--- config.mk ---
export PLATFORM = sky130hd
export DESIGN_NAME = lfs_fault_capture
export DESIGN_NICKNAME = d
export VERILOG_FILES = /design/src/logic/lfs_pkg.sv /design/src/logic/lfs_sync.sv /design/src/logic/lfs_stagger.sv /design/src/logic/lfs_fault_capture.sv
export VERILOG_INCLUDE_DIRS = /design/src /design/src/logic
export SDC_FILE = /design/constraint.sdc
export NUM_CORES = 1
export LEC_CHECK = 0
export ABC_AREA = 1
export BUFFER_PORTS_ARGS = -buffer_cell sky130_fd_sc_hd__buf_4
export CORE_MARGIN = 10
export CORE_UTILIZATION = 45
export DETAILED_ROUTE_END_ITERATION = 7
export GPL_TIMING_DRIVEN = 0
export PLACE_DENSITY = 0.76
export SLEW_MARGIN = 10
export SYNTH_ARGS = -nofsm -noshare
export SYNTH_HDL_FRONTEND = slang
export SYNTH_SLANG_ARGS = --single-unit
--- constraint.sdc ---
create_clock -name SYS_CLK -period 26.5 [get_ports SYS_CLK]
set_clock_uncertainty 0.15 [all_clocks]
set_input_delay 2.65 -clock SYS_CLK [delete_from_list [all_inputs] [get_ports SYS_CLK]]
set_output_delay 2.65 -clock SYS_CLK [all_outputs]
set_load 0.1 [all_outputs]
--- src/logic/lfs_params.svh ---
`ifndef LFS_PARAMS_SVH
`define LFS_PARAMS_SVH
// ==========================================
// geometry
`define LFS_CH          24
`define LFS_SR_W        25
`define LFS_DSEL_HI     23
`define LFS_DSEL_LO     21
`define LFS_DSEL_SHORT  3'h4
// ==========================================
// register byte offsets
`define LFS_OFF_ONOFF   12'h000
`define LFS_OFF_CTRL    12'h004
`define LFS_OFF_SHIFT   12'h008
`define LFS_OFF_STATUS  12'h00c
`define LFS_OFF_FAULT   12'h010
// ==========================================
// status register bit positions
`define LFS_ST_CUTOFF   0
`define LFS_ST_THOLD    1
`define LFS_ST_BLANK    2
// ==========================================
// reset values
`define LFS_RST_ONOFF   24'h000000
`define LFS_RST_CTRL    24'h000000
`define LFS_RST_SHIFT   25'h0000000
// ==========================================
// timing
`define LFS_CLK_NS      50
`define LFS_SETTLE_NS   1000
`define LFS_SETTLE_CYC  ((`LFS_SETTLE_NS + `LFS_CLK_NS - 1) / `LFS_CLK_NS)
`define LFS_STAGGER_NS  100
`define LFS_STAGGER_CYC ((`LFS_STAGGER_NS + `LFS_CLK_NS - 1) / `LFS_CLK_NS)
`endif

--- src/logic/lfs_pkg.sv ---
package lfs_pkg;
  typedef enum logic { LFS_OPEN, LFS_SHORT } lfs_detect_t;
  typedef enum logic { LFS_IDLE, LFS_WALK } lfs_walk_t;
endpackage : lfs_pkg

--- src/logic/lfs_sync.sv ---
`timescale 1ns/1ns
`default_nettype none
module lfs_sync #(
  parameter int W = 1
) (
  input  wire logic         clk,
  input  wire logic         rst,
  input  wire logic [W-1:0] d,
  output logic      [W-1:0] q_ff
);
  logic [W-1:0] meta_ff;

  always_ff @(posedge clk or posedge rst) begin
    if (rst) begin
      meta_ff <= '0;
      q_ff    <= '0;
    end else begin
      meta_ff <= d;
      q_ff    <= meta_ff;
    end
  end
endmodule : lfs_sync
`default_nettype wire

--- src/logic/lfs_stagger.sv ---
`timescale 1ns/1ns
`default_nettype none
module lfs_stagger #(
  parameter int CH   = 24,
  parameter int STEP = 2
) (
  input  wire logic          clk,
  input  wire logic          rst,
  input  wire logic          start,
  input  wire logic [CH-1:0] target,
  output logic      [CH-1:0] en_ff
);
  localparam int IW = $clog2(CH);
  localparam int CW = $clog2(STEP + 1);
  localparam logic [IW-1:0] LAST = IW'(CH - 1);
  localparam logic [CW-1:0] STOP = CW'(STEP - 1);

  lfs_pkg::lfs_walk_t state_ff;
  logic [IW-1:0]      idx_ff;
  logic [CW-1:0]      cnt_ff;
  logic               step;

  assign step = (state_ff == lfs_pkg::LFS_WALK) && (cnt_ff == STOP);

  // ==========================================
  // walk through channels in fixed order, one per step
  always_ff @(posedge clk or posedge rst) begin
    if (rst) begin
      state_ff <= lfs_pkg::LFS_IDLE;
      idx_ff   <= '0;
      cnt_ff   <= '0;
    end else if (start) begin
      state_ff <= lfs_pkg::LFS_WALK;
      idx_ff   <= '0;
      cnt_ff   <= '0;
    end else begin
      unique case (state_ff)
        lfs_pkg::LFS_IDLE: begin
          cnt_ff <= '0;
        end
        lfs_pkg::LFS_WALK: begin
          if (step) begin
            cnt_ff <= '0;
            idx_ff <= idx_ff + 1'b1;
            if (idx_ff == LAST) begin
              state_ff <= lfs_pkg::LFS_IDLE;
            end
          end else begin
            cnt_ff <= cnt_ff + 1'b1;
          end
        end
      endcase
    end
  end

  // on and off both take the staggered path
  always_ff @(posedge clk or posedge rst) begin
    if (rst) begin
      en_ff <= '0;
    end else if (step) begin
      en_ff[idx_ff] <= target[idx_ff];
    end
  end
endmodule : lfs_stagger
`default_nettype wire

--- src/logic/lfs_fault_capture.sv ---
// Operation
// - detect-select codes 0..3 pick open checking, 4..7 pick short checking
// - open mode: flag is 1 when sink voltage at or below threshold
// - short mode: flag is 1 when sink voltage above threshold
// - flag reads 0 for any output whose on/off bit is 0
// - blanking rising edge captures detection results into fault holder
// - blanking low: holder follows results, changes valid after 1 us
// - latch strobe rising edge copies holder into common shift register
// - over-temperature forces outputs off; fault results are invalid
// - over-temperature sets flag and turns off every current sink
// - outputs restart on their own once temperature falls below release
// - over-temperature flag kept in its own holder until latch strobe
// - at latch strobe thermal holder clears if below release, else stays
// - outputs switch in order red0, green0, blue0 ... blue7 with delay
// - staggered order applies to turn-off as well as turn-on
// - detect-select code sits in bits 23..21 of control data
// - status overwrites shift register only when its top bit is 0
// - status shifts out serially, one bit per shift clock rising edge
// - on/off bit 0 turns its sink off, 1 turns it on
//
// The APB interface to the registers and the register addresses were left to the implementer.
`timescale 1ns/1ns
`default_nettype none
`include "lfs_params.svh"
module lfs_fault_capture #(
  parameter int CH          = `LFS_CH,
  parameter int SETTLE_CYC  = `LFS_SETTLE_CYC,
  parameter int STAGGER_CYC = `LFS_STAGGER_CYC
) (
  input  wire logic          SYS_CLK,
  input  wire logic          RST,
  input  wire logic          PSEL,
  input  wire logic          PENABLE,
  input  wire logic          PWRITE,
  input  wire logic [11:0]   PADDR,
  input  wire logic [31:0]   PWDATA,
  output logic      [31:0]   PRDATA,
  output logic               PREADY,
  output logic               PSLVERR,
  input  wire logic          BLANK,
  input  wire logic          LATCH_STROBE,
  input  wire logic          SHIFT_CLK,
  input  wire logic          SERIAL_IN,
  input  wire logic [CH-1:0] SINK_ABOVE,
  input  wire logic          TEMP_OVER,
  input  wire logic          TEMP_RELEASED,
  output logic      [CH-1:0] CURRENT_SINK_OUTPUTS,
  output logic               SERIAL_STATUS_OUT,
  output logic               OVERTEMP_FLAG
);
  localparam int SW = $clog2(SETTLE_CYC + 1);
  localparam logic [SW-1:0] SETTLE_MAX = SW'(SETTLE_CYC);
  localparam int NS = CH + 6;

  // ==========================================
  // input synchronisers
  logic [NS-1:0]   sync_q;
  logic            blank_n_s;
  logic            blank_s;
  logic            latch_s;
  logic            sclk_s;
  logic            sin_s;
  logic            tover_s;
  logic            trel_s;
  logic [CH-1:0]   above_s;
  logic            blank_d_ff;
  logic            latch_d_ff;
  logic            sclk_d_ff;
  logic            blank_rise;
  logic            blank_fall;
  logic            latch_rise;
  logic            sclk_rise;

  lfs_sync #(.W(NS)) u_sync (
    .clk  (SYS_CLK),
    .rst  (RST),
    .d    ({~BLANK, LATCH_STROBE, SHIFT_CLK, SERIAL_IN, TEMP_OVER, TEMP_RELEASED,
            SINK_ABOVE}),
    .q_ff (sync_q)
  );

  // blanking goes through inverted so the synchroniser's reset matches the idle-high pin
  assign {blank_n_s, latch_s, sclk_s, sin_s, tover_s, trel_s, above_s} = sync_q;
  assign blank_s = ~blank_n_s;

  always_ff @(posedge SYS_CLK or posedge RST) begin
    if (RST) begin
      blank_d_ff <= 1'b1;
      latch_d_ff <= 1'b0;
      sclk_d_ff  <= 1'b0;
    end else begin
      blank_d_ff <= blank_s;
      latch_d_ff <= latch_s;
      sclk_d_ff  <= sclk_s;
    end
  end

  assign blank_rise = blank_s & ~blank_d_ff;
  assign blank_fall = ~blank_s & blank_d_ff;
  assign latch_rise = latch_s & ~latch_d_ff;
  assign sclk_rise  = sclk_s & ~sclk_d_ff;

  // ==========================================
  // apb slave
  logic [CH-1:0]         onoff_ff;
  logic [CH-1:0]         ctrl_ff;
  logic [`LFS_SR_W-1:0]  shift_ff;
  logic [CH-1:0]         hold_ff;
  logic                  thold_ff;
  logic                  cutoff_ff;
  logic                  pready_ff;
  logic [31:0]           prdata_ff;
  logic                  pslverr_ff;
  logic [31:0]           nxt_prdata;
  logic                  nxt_err;
  logic                  wr_en;

  assign wr_en = PSEL & PENABLE & PWRITE & pready_ff;

  always_comb begin
    nxt_prdata = 32'h00000000;
    nxt_err    = 1'b0;
    unique case (PADDR)
      `LFS_OFF_ONOFF:  nxt_prdata = {8'h00, onoff_ff};
      `LFS_OFF_CTRL:   nxt_prdata = {8'h00, ctrl_ff};
      `LFS_OFF_SHIFT:  nxt_prdata = {7'h00, shift_ff};
      `LFS_OFF_FAULT:  nxt_prdata = {8'h00, hold_ff};
      `LFS_OFF_STATUS: begin
        nxt_prdata[`LFS_ST_CUTOFF] = cutoff_ff;
        nxt_prdata[`LFS_ST_THOLD]  = thold_ff;
        nxt_prdata[`LFS_ST_BLANK]  = blank_s;
      end
      default:         nxt_err = 1'b1;
    endcase
  end

  // answer one cycle after setup: access phase always sees pready
  always_ff @(posedge SYS_CLK or posedge RST) begin
    if (RST) begin
      pready_ff  <= 1'b0;
      prdata_ff  <= 32'h00000000;
      pslverr_ff <= 1'b0;
    end else begin
      pready_ff  <= PSEL & ~PENABLE;
      prdata_ff  <= (PSEL & ~PENABLE) ? nxt_prdata : 32'h00000000;
      pslverr_ff <= PSEL & ~PENABLE & nxt_err;
    end
  end

  assign PRDATA  = prdata_ff;
  assign PREADY  = pready_ff;
  assign PSLVERR = pslverr_ff;

  // ==========================================
  // data latches and common shift register
  always_ff @(posedge SYS_CLK or posedge RST) begin
    if (RST) begin
      onoff_ff <= `LFS_RST_ONOFF;
    end else if (latch_rise && !shift_ff[`LFS_SR_W-1]) begin
      onoff_ff <= shift_ff[CH-1:0];
    end else if (wr_en && PADDR == `LFS_OFF_ONOFF) begin
      onoff_ff <= PWDATA[CH-1:0];
    end
  end

  always_ff @(posedge SYS_CLK or posedge RST) begin
    if (RST) begin
      ctrl_ff <= `LFS_RST_CTRL;
    end else if (latch_rise && shift_ff[`LFS_SR_W-1]) begin
      ctrl_ff <= shift_ff[CH-1:0];
    end else if (wr_en && PADDR == `LFS_OFF_CTRL) begin
      ctrl_ff <= PWDATA[CH-1:0];
    end
  end

  // latch strobe beats a shift in the same cycle
  always_ff @(posedge SYS_CLK or posedge RST) begin
    if (RST) begin
      shift_ff <= `LFS_RST_SHIFT;
    end else if (latch_rise) begin
      if (!shift_ff[`LFS_SR_W-1]) begin
        shift_ff <= {thold_ff, hold_ff};
      end
    end else if (sclk_rise) begin
      shift_ff <= {shift_ff[`LFS_SR_W-2:0], sin_s};
    end else if (wr_en && PADDR == `LFS_OFF_SHIFT) begin
      shift_ff <= PWDATA[`LFS_SR_W-1:0];
    end
  end

  assign SERIAL_STATUS_OUT = shift_ff[`LFS_SR_W-1];

  // ==========================================
  // fault detection
  lfs_pkg::lfs_detect_t mode;
  logic [CH-1:0]        live_flags;
  logic [CH-1:0]        live_q_ff;
  logic [SW-1:0]        settle_ff;
  logic                 settled;

  assign mode = (ctrl_ff[`LFS_DSEL_HI:`LFS_DSEL_LO] >= `LFS_DSEL_SHORT) ?
                lfs_pkg::LFS_SHORT : lfs_pkg::LFS_OPEN;

  for (genvar g = 0; g < CH; g++) begin : g_flag
    assign live_flags[g] = onoff_ff[g] & ~cutoff_ff &
                           ((mode == lfs_pkg::LFS_SHORT) ? above_s[g]
                                                         : ~above_s[g]);
  end

  always_ff @(posedge SYS_CLK or posedge RST) begin
    if (RST) begin
      live_q_ff <= '0;
      settle_ff <= '0;
    end else begin
      live_q_ff <= live_flags;
      if (live_flags != live_q_ff) begin
        settle_ff <= '0;
      end else if (settle_ff != SETTLE_MAX) begin
        settle_ff <= settle_ff + 1'b1;
      end
    end
  end

  assign settled = (settle_ff == SETTLE_MAX);

  always_ff @(posedge SYS_CLK or posedge RST) begin
    if (RST) begin
      hold_ff <= '0;
    end else if (blank_rise) begin
      hold_ff <= live_flags;
    end else if (!blank_s && settled) begin
      hold_ff <= live_flags;
    end
  end

  // ==========================================
  // thermal protection
  always_ff @(posedge SYS_CLK or posedge RST) begin
    if (RST) begin
      cutoff_ff <= 1'b0;
    end else if (tover_s) begin
      cutoff_ff <= 1'b1;
    end else if (trel_s) begin
      cutoff_ff <= 1'b0;
    end
  end

  // a new over-temperature wins over the clear at the strobe
  always_ff @(posedge SYS_CLK or posedge RST) begin
    if (RST) begin
      thold_ff <= 1'b0;
    end else if (tover_s) begin
      thold_ff <= 1'b1;
    end else if (latch_rise && trel_s) begin
      thold_ff <= 1'b0;
    end
  end

  assign OVERTEMP_FLAG = thold_ff;

  // ==========================================
  // staggered output switching
  logic [CH-1:0] stag_en;
  logic [CH-1:0] sink_ff;

  lfs_stagger #(.CH(CH), .STEP(STAGGER_CYC)) u_stagger (
    .clk    (SYS_CLK),
    .rst    (RST),
    .start  (blank_fall | blank_rise | latch_rise),
    .target (onoff_ff & {CH{~blank_s}}),
    .en_ff  (stag_en)
  );

  always_ff @(posedge SYS_CLK or posedge RST) begin
    if (RST) begin
      sink_ff <= '0;
    end else begin
      sink_ff <= stag_en & {CH{~cutoff_ff}};
    end
  end

  assign CURRENT_SINK_OUTPUTS = sink_ff;
endmodule : lfs_fault_capture
`default_nettype wire

==> flow_metrics.tcl, run 1 <==
set metrics [dict create \
    status "completed" \
    critPathMaxFanout 10 \
    r2r_cells 9 \
    syn_avg_cell_area_um2 8.23 \
    antenna_found_initial 0 \
    grt_setup_unrepaired "no" \
    routed_wl_um 36000 \
    powerDensity_nw_per_um2 73.1 \
    tns_ns 0 \
    clk_latency_ns 0.56 \
    drt.antenna.violating_nets 0 \
    fin_nets 1763 \
    setup_slack_ns 22.14 \
    n_antenna_cell 0 \
    clock_sinks 274 \
    detail_route.wl_per_cell_um 17.4 \
    r2r-start "cutoff_ff$_DFFE_PP0P_" \
    whs_path_depth 0 \
    cts_buffers 28 \
    drive_gt1_frac 0.154 \
    gr-total-overflow 0 \
    ir_worst_vdd_mv 0.0419 \
    yosysMostFrequentCell "nand2_1" \
    yosys.area.top_type "dfrtp_1" \
    cts_max_level 1 \
    r2r_end "settle_ff[0]$_DFFE_PP0P_" \
    tightest_slew_ns 0.829 \
    hpwlAfterDp_um 27000 \
    hold_start "u_sync.meta_ff[26]$_DFF_PP0_" \
    synth_edf_count 0 \
    stdcell_area_um2 14900 \
    clk_pin_slew_ns 0.06 \
    synth_cell_types 34 \
    initialDrtViolationCount 1071 \
    utilization 0.552 \
    dr.pass1.iters 5 \
    drv_slew 0 \
    cp.required_ns 26.82 \
    period_needed_ns 4.36 \
    gp_congestion 0.908 \
    worstSetupStartpointType "input port" \
    cts_buffer_depth 3 \
    cp-startpoint "PADDR[1]" \
    grt_pass1_wl_um 57500 \
    criticalPathCategory "in -> reg" \
    ioPinCount 139 \
    area_growth_pct 19.8 \
    port_buffers 124 \
    met1_length_um 15600 \
    grt_pass1_vias 10600 \
    finalPower_mw 1.09 \
    netlist_area_um2 12500 \
    async_reset_ff_frac 1.00 \
    ctsHoldBuffers 0 \
    synth_area_leaders "dfrtp_1 55%, nand2_1 9.7%, inv_1 6.2%, nor2_1 6.0%, o21ai_0 5.7%" \
    finalCritPeriodShare 0.164 \
    leakage_nw 7.38 \
    holdCritPathClass "reg -> reg" \
    maxSlewHeadroom 0.448 \
    setup_violations 0 \
    grt_max_degree 96 \
    synthTopCellsByCount "324 x nand2_1, 273 x dfrtp_1, 207 x inv_1, 200 x nor2_1, 141 x o21ai_0" \
    routed.top_layer "met4" \
    cts_tree "done" \
    endpoint_kind "register" \
    met2_length_um 16400 \
    cts_root_buf "clkbuf_16" \
    cap_violations 0 \
    vias_per_cell 5.20 \
    dpl_worst_slack_ns 21.72 \
    yosysWarnings 0 \
    worstPathArrival_ns 4.68 \
    post_cts_buffers 0 \
    met3_length_um 3040 \
    row_count 60 \
    drc_errors 0 \
    grt_usage 0.202 \
    hold_end "u_sync.q_ff[26]$_DFF_PP0_" \
    die-height_um 187 \
    synth_top_area_share 0.547 \
    fmax_ghz 0.229 \
    vias 10800 \
    ys_ff_latch 274 \
    synth_flop_cell "dfrtp_1" \
    post_cts_resized 0 \
    place_area_um2 14000 \
    die-area_um2 34800 \
    r2r_slack_ns 24.11 \
    seq_area_frac_synth 0.550 \
    core-area_um2 27100 \
    die_width_um 187 \
    final_hold_viol_count 0 \
    start_util 0.460 \
    postSynthCellCount 1516 \
]
## cells in the final DEF (no fill, tap or decap), types with 25 or more instances in the layout
cell,netlist,layout
o21ai_0,141,141
nand2_1,324,324
clkbuf_16,0,29
buf_4,17,141
o22ai_1,25,25
inv_1,207,206
dfrtp_1,273,273
clkbuf_1,34,37
a21oi_1,47,47
nor2_1,200,200
nand3_1,91,91
## routing by layer
layer / vias to the layer above / GRT usage
li1: 5126 / -
met1: 5104 / 0.280
met2: 476 / 0.319
met3: 56 / 0.0318
met4: 0 / 0.0614
met5: - / 0
## stage by stage
step | std cells | hold slack, ns
finish | 2071 | 0.195
CTS | 2071 | 0.198
detailed placement | 2020 | 0.185
global route | 2071 | 0.203
floorplan | 1522 | 0.181
global placement | 2018 | 0.183
## cell families after synthesis
| group | count (synthesis) | share of synthesized area |
|---|---|---|
| buf+inv | 294 | 0.0995 |
| other cells | 1 | 0.000301 |
| flops | 274 | 0.550 |
| xor+xnor | 2 | 0.00140 |
| simple gates | 666 | 0.220 |
| compound gates | 273 | 0.124 |
| fa+ha+maj | 6 | 0.00602 |
## power by group
group | internal [mW] | switching, mW | total [mW]
clock | 0.254 | 0.167 | 0.421
sequential | 0.462 | 0.0293 | 0.491
combinational | 0.0554 | 0.126 | 0.182
## final cells by class
type	instances	area, um2
Clock inverter	17	223
Inverter	215	817
Sequential cell	274	6860
Buffer	79	432
Fill cell	2443	12200
Clock buffer	34	764
Tap cell	372	465
Timing Repair Buffer	126	986
Multi-Input combinational cell	954	4400
## how the worst max path moves through the flow
stage | to | depth (start not counted)
after detailed placement | PRDATA[18]$_DFF_PP0_ | 9
after CTS | PRDATA[18]$_DFF_PP0_ | 9
after global routing | PRDATA[21]$_DFF_PP0_ | 9
final | PRDATA[18]$_DFF_PP0_ | 9
after floorplan | CURRENT_SINK_OUTPUTS[0]$_DFF_PP0_ | 1
after global placement | CURRENT_SINK_OUTPUTS[19]$_DFF_PP0_ | 2
## sequential cells by signal, summed over array words and instances, names as in the netlist
name / cells
u_sync.meta_ff: 30
u_sync.q_ff: 30
PRDATA: 25
shift_ff: 25
CURRENT_SINK_OUTPUTS: 24
ctrl_ff: 24
hold_ff: 24
live_q_ff: 24
onoff_ff: 24
u_stagger.en_ff: 24
settle_ff: 5
u_stagger.idx_ff: 5
u_stagger.cnt_ff: 2
OVERTEMP_FLAG: 1
PREADY: 1
PSLVERR: 1
blank_d_ff: 1
cutoff_ff: 1
latch_d_ff: 1
sclk_d_ff: 1
u_stagger.state_ff: 1
## worst max-delay path: stages
cell and delay (ns):
buf_4 0.11, nor2_2 0.17, nand2_2 0.13, nor2_4 0.31, nand3_2 0.33, clkbuf_1 0.33, o21ai_0 0.36, a21oi_1 0.11
a21oi_1 0.17
Power figures use the tool's default switching activity.
==> run 2: changes to the inputs <==
--- a/config.mk
+++ b/config.mk
@@ -12,7 +12,7 @@
 export CORE_UTILIZATION = 45
 export DETAILED_ROUTE_END_ITERATION = 7
 export GPL_TIMING_DRIVEN = 0
-export PLACE_DENSITY = 0.76
+export PLACE_DENSITY = 0.78
 export SLEW_MARGIN = 10
 export SYNTH_ARGS = -nofsm -noshare
 export SYNTH_HDL_FRONTEND = slang
==> constraint.sdc (replaced) <==
create_clock -name SYS_CLK -period 3.9 [get_ports SYS_CLK]
set_clock_uncertainty 0.15 [all_clocks]
set_input_delay 0.39 -clock SYS_CLK [delete_from_list [all_inputs] [get_ports SYS_CLK]]
set_output_delay 0.39 -clock SYS_CLK [all_outputs]
set_load 0.1 [all_outputs]
==> run 2 against run 1 <==
Effect of this change: register-to-register slack lost 23 ns; via count increased by 0.60%; flip-flop and latch count unchanged; critical path depth fell by 2; critical path type is now reg -> reg; largest cell class unchanged.
==> flow_metrics.tcl, run 2 (synthesis results as in run 1) <==
set metrics [dict create \
    status "completed" \
    setup_slack_ns 1.50 \
    hold_end "ctrl_ff[0]$_DFFE_PP0P_" \
    clk_latency_ns 0.55 \
    r2r_slack_ns 1.50 \
    holdCritPathClass "in -> reg" \
    gr-total-overflow 0 \
    fmax_ghz 0.416 \
    gp_congestion 0.945 \
    grt_setup_unrepaired "no" \
    r2r-start "sclk_d_ff$_DFF_PP0_" \
    stdcell_area_um2 15500 \
    tns_ns 0 \
    clock_sinks 274 \
    drv_slew 0 \
    place_area_um2 14100 \
    critPathMaxFanout 10 \
    slowest_delay_ns 0.49 \
    hold_slack_ns 0.0385 \
    cp_cell_sequence "nor2_1, inv_1, clkbuf_1, nor2_1, o22ai_1, nor2_1, a21oi_2" \
    drt.antenna.violating_nets 0 \
    grt_max_degree 40 \
    vias 10800 \
    finalCritPeriodShare 0.616 \
    worstSetupStartpointType "register" \
    final_common_cell "nand2_1" \
    fin_nets 1824 \
    area_growth_pct 24.6 \
    antenna_found_initial 0 \
    die-height_um 187 \
    clk_pin_slew_ns 0.07 \
    detail_route.wl_per_cell_um 17.2 \
    cts_buffers 28 \
    dp.cells 2026 \
    r2r_end "shift_ff[0]$_DFFE_PP0P_" \
    r2r_cells 7 \
    ioPinCount 139 \
    drc_errors 0 \
    row_count 60 \
    drive_gt1_frac 0.149 \
    port_buffers 124 \
    core-area_um2 27100 \
    die-area_um2 34800 \
    top_regs "u_sync.meta_ff (30), u_sync.q_ff (30)" \
    tightest_slew_ns 0.753 \
    post_cts_buffers 0 \
    start_util 0.460 \
    cts_buffer_depth 3 \
    grt_pass1_wl_um 58100 \
    ir_worst_vdd_mv 0.247 \
    criticalPathCategory "reg -> reg" \
    grt_usage 0.203 \
    routed_wl_um 36700 \
    dr.pass1.iters 6 \
    finalNonFillerCells 2132 \
    post_cts_resized 0 \
    hold_start "PWDATA[0]" \
    endpoint_kind "register" \
    cts_tree "done" \
    cap_violations 0 \
    utilization 0.574 \
    setup_violations 0 \
    hpwlAfterDp_um 27900 \
    mostFrequentLayoutCells "324 x nand2_1, 273 x dfrtp_1, 206 x inv_1" \
    crit_path_frequent_cell "nor2_1" \
    cts_max_level 1 \
    powerDensity_nw_per_um2 472 \
    grt_pass1_vias 10900 \
    cts_root_buf "clkbuf_16" \
    leakage_nw 7.64 \
    cp.required_ns 4.20 \
    final_hold_viol_count 0 \
    die_width_um 187 \
    period_needed_ns 2.40 \
    maxSlewHeadroom 0.498 \
    whs_path_depth 3 \
    vias_per_cell 5.08 \
    dpl_worst_slack_ns 1.29 \
    cpMaxStageDelayCell "nor2_1" \
    n_antenna_cell 0 \
    initialDrtViolationCount 975 \
    finalPower_mw 7.34 \
    worstPathArrival_ns 2.70 \
]
## run 2: cell types whose count changed in the layout (fill, tap and decap cells not counted), moves of 2 or more
cell	change
dlygate4sd3_1	+55
buf_12	+8
clkbuf_1	+4
buf_16	-2
bufinv_16	-2
clkbuf_8	+2
## run 2: worst max-delay path: cells and delay by family (launching register included)
family	cells	cell delay (ns)
AO/OA/AOI/OAI	2	0.18
buffers and inverters	2	0.66
flip-flops	1	0.36
AND/OR/NAND/NOR	3	0.94
## run 2: final cells by class
class	count	area (um2)
Buffer	79	432
Clock buffer	40	807
Clock inverter	11	130
Fill cell	2363	11600
Inverter	215	813
Multi-Input combinational cell	954	4400
Sequential cell	274	6860
Tap cell	372	465
Timing Repair Buffer	187	1640
## run 2: what timing repair did
| action | CTS | global route |
|---|---|---|
| endpoints found under the hold margin | 72 | 0 |
| hold buffers | 55 | 0 |
| endpoints found under the setup margin | 0 | 0 |
## run 2: power by group
part,internal [mW],total (mW),switching [mW]
registers,3.14,3.33,0.194
logic,0.422,1.28,0.862
clock network,1.63,2.73,1.10
## run 2: how the worst max path moves through the flow
stage	startpoint	endpoint	slack, ns
final	sclk_d_ff$_DFF_PP0_	shift_ff[0]$_DFFE_PP0P_	1.50
after detailed placement	PADDR[1]	PRDATA[20]$_DFF_PP0_	1.29
after floorplan	RST	CURRENT_SINK_OUTPUTS[0]$_DFF_PP0_	-0.26
after global routing	u_sync.q_ff[27]$_DFF_PP0_	shift_ff[0]$_DFFE_PP0P_	1.37
after global placement	RST	u_sync.meta_ff[29]$_DFF_PP0_	-1.79
after CTS	sclk_d_ff$_DFF_PP0_	shift_ff[0]$_DFFE_PP0P_	1.51
## run 2: routing by layer
layer	vias to the layer above	wire, um	GRT usage
met5	-	0	0
met4	0	815	0.0599
met3	49	2700	0.0345
met2	440	17000	0.330
met1	5105	16200	0.274
li1	5233	-	-
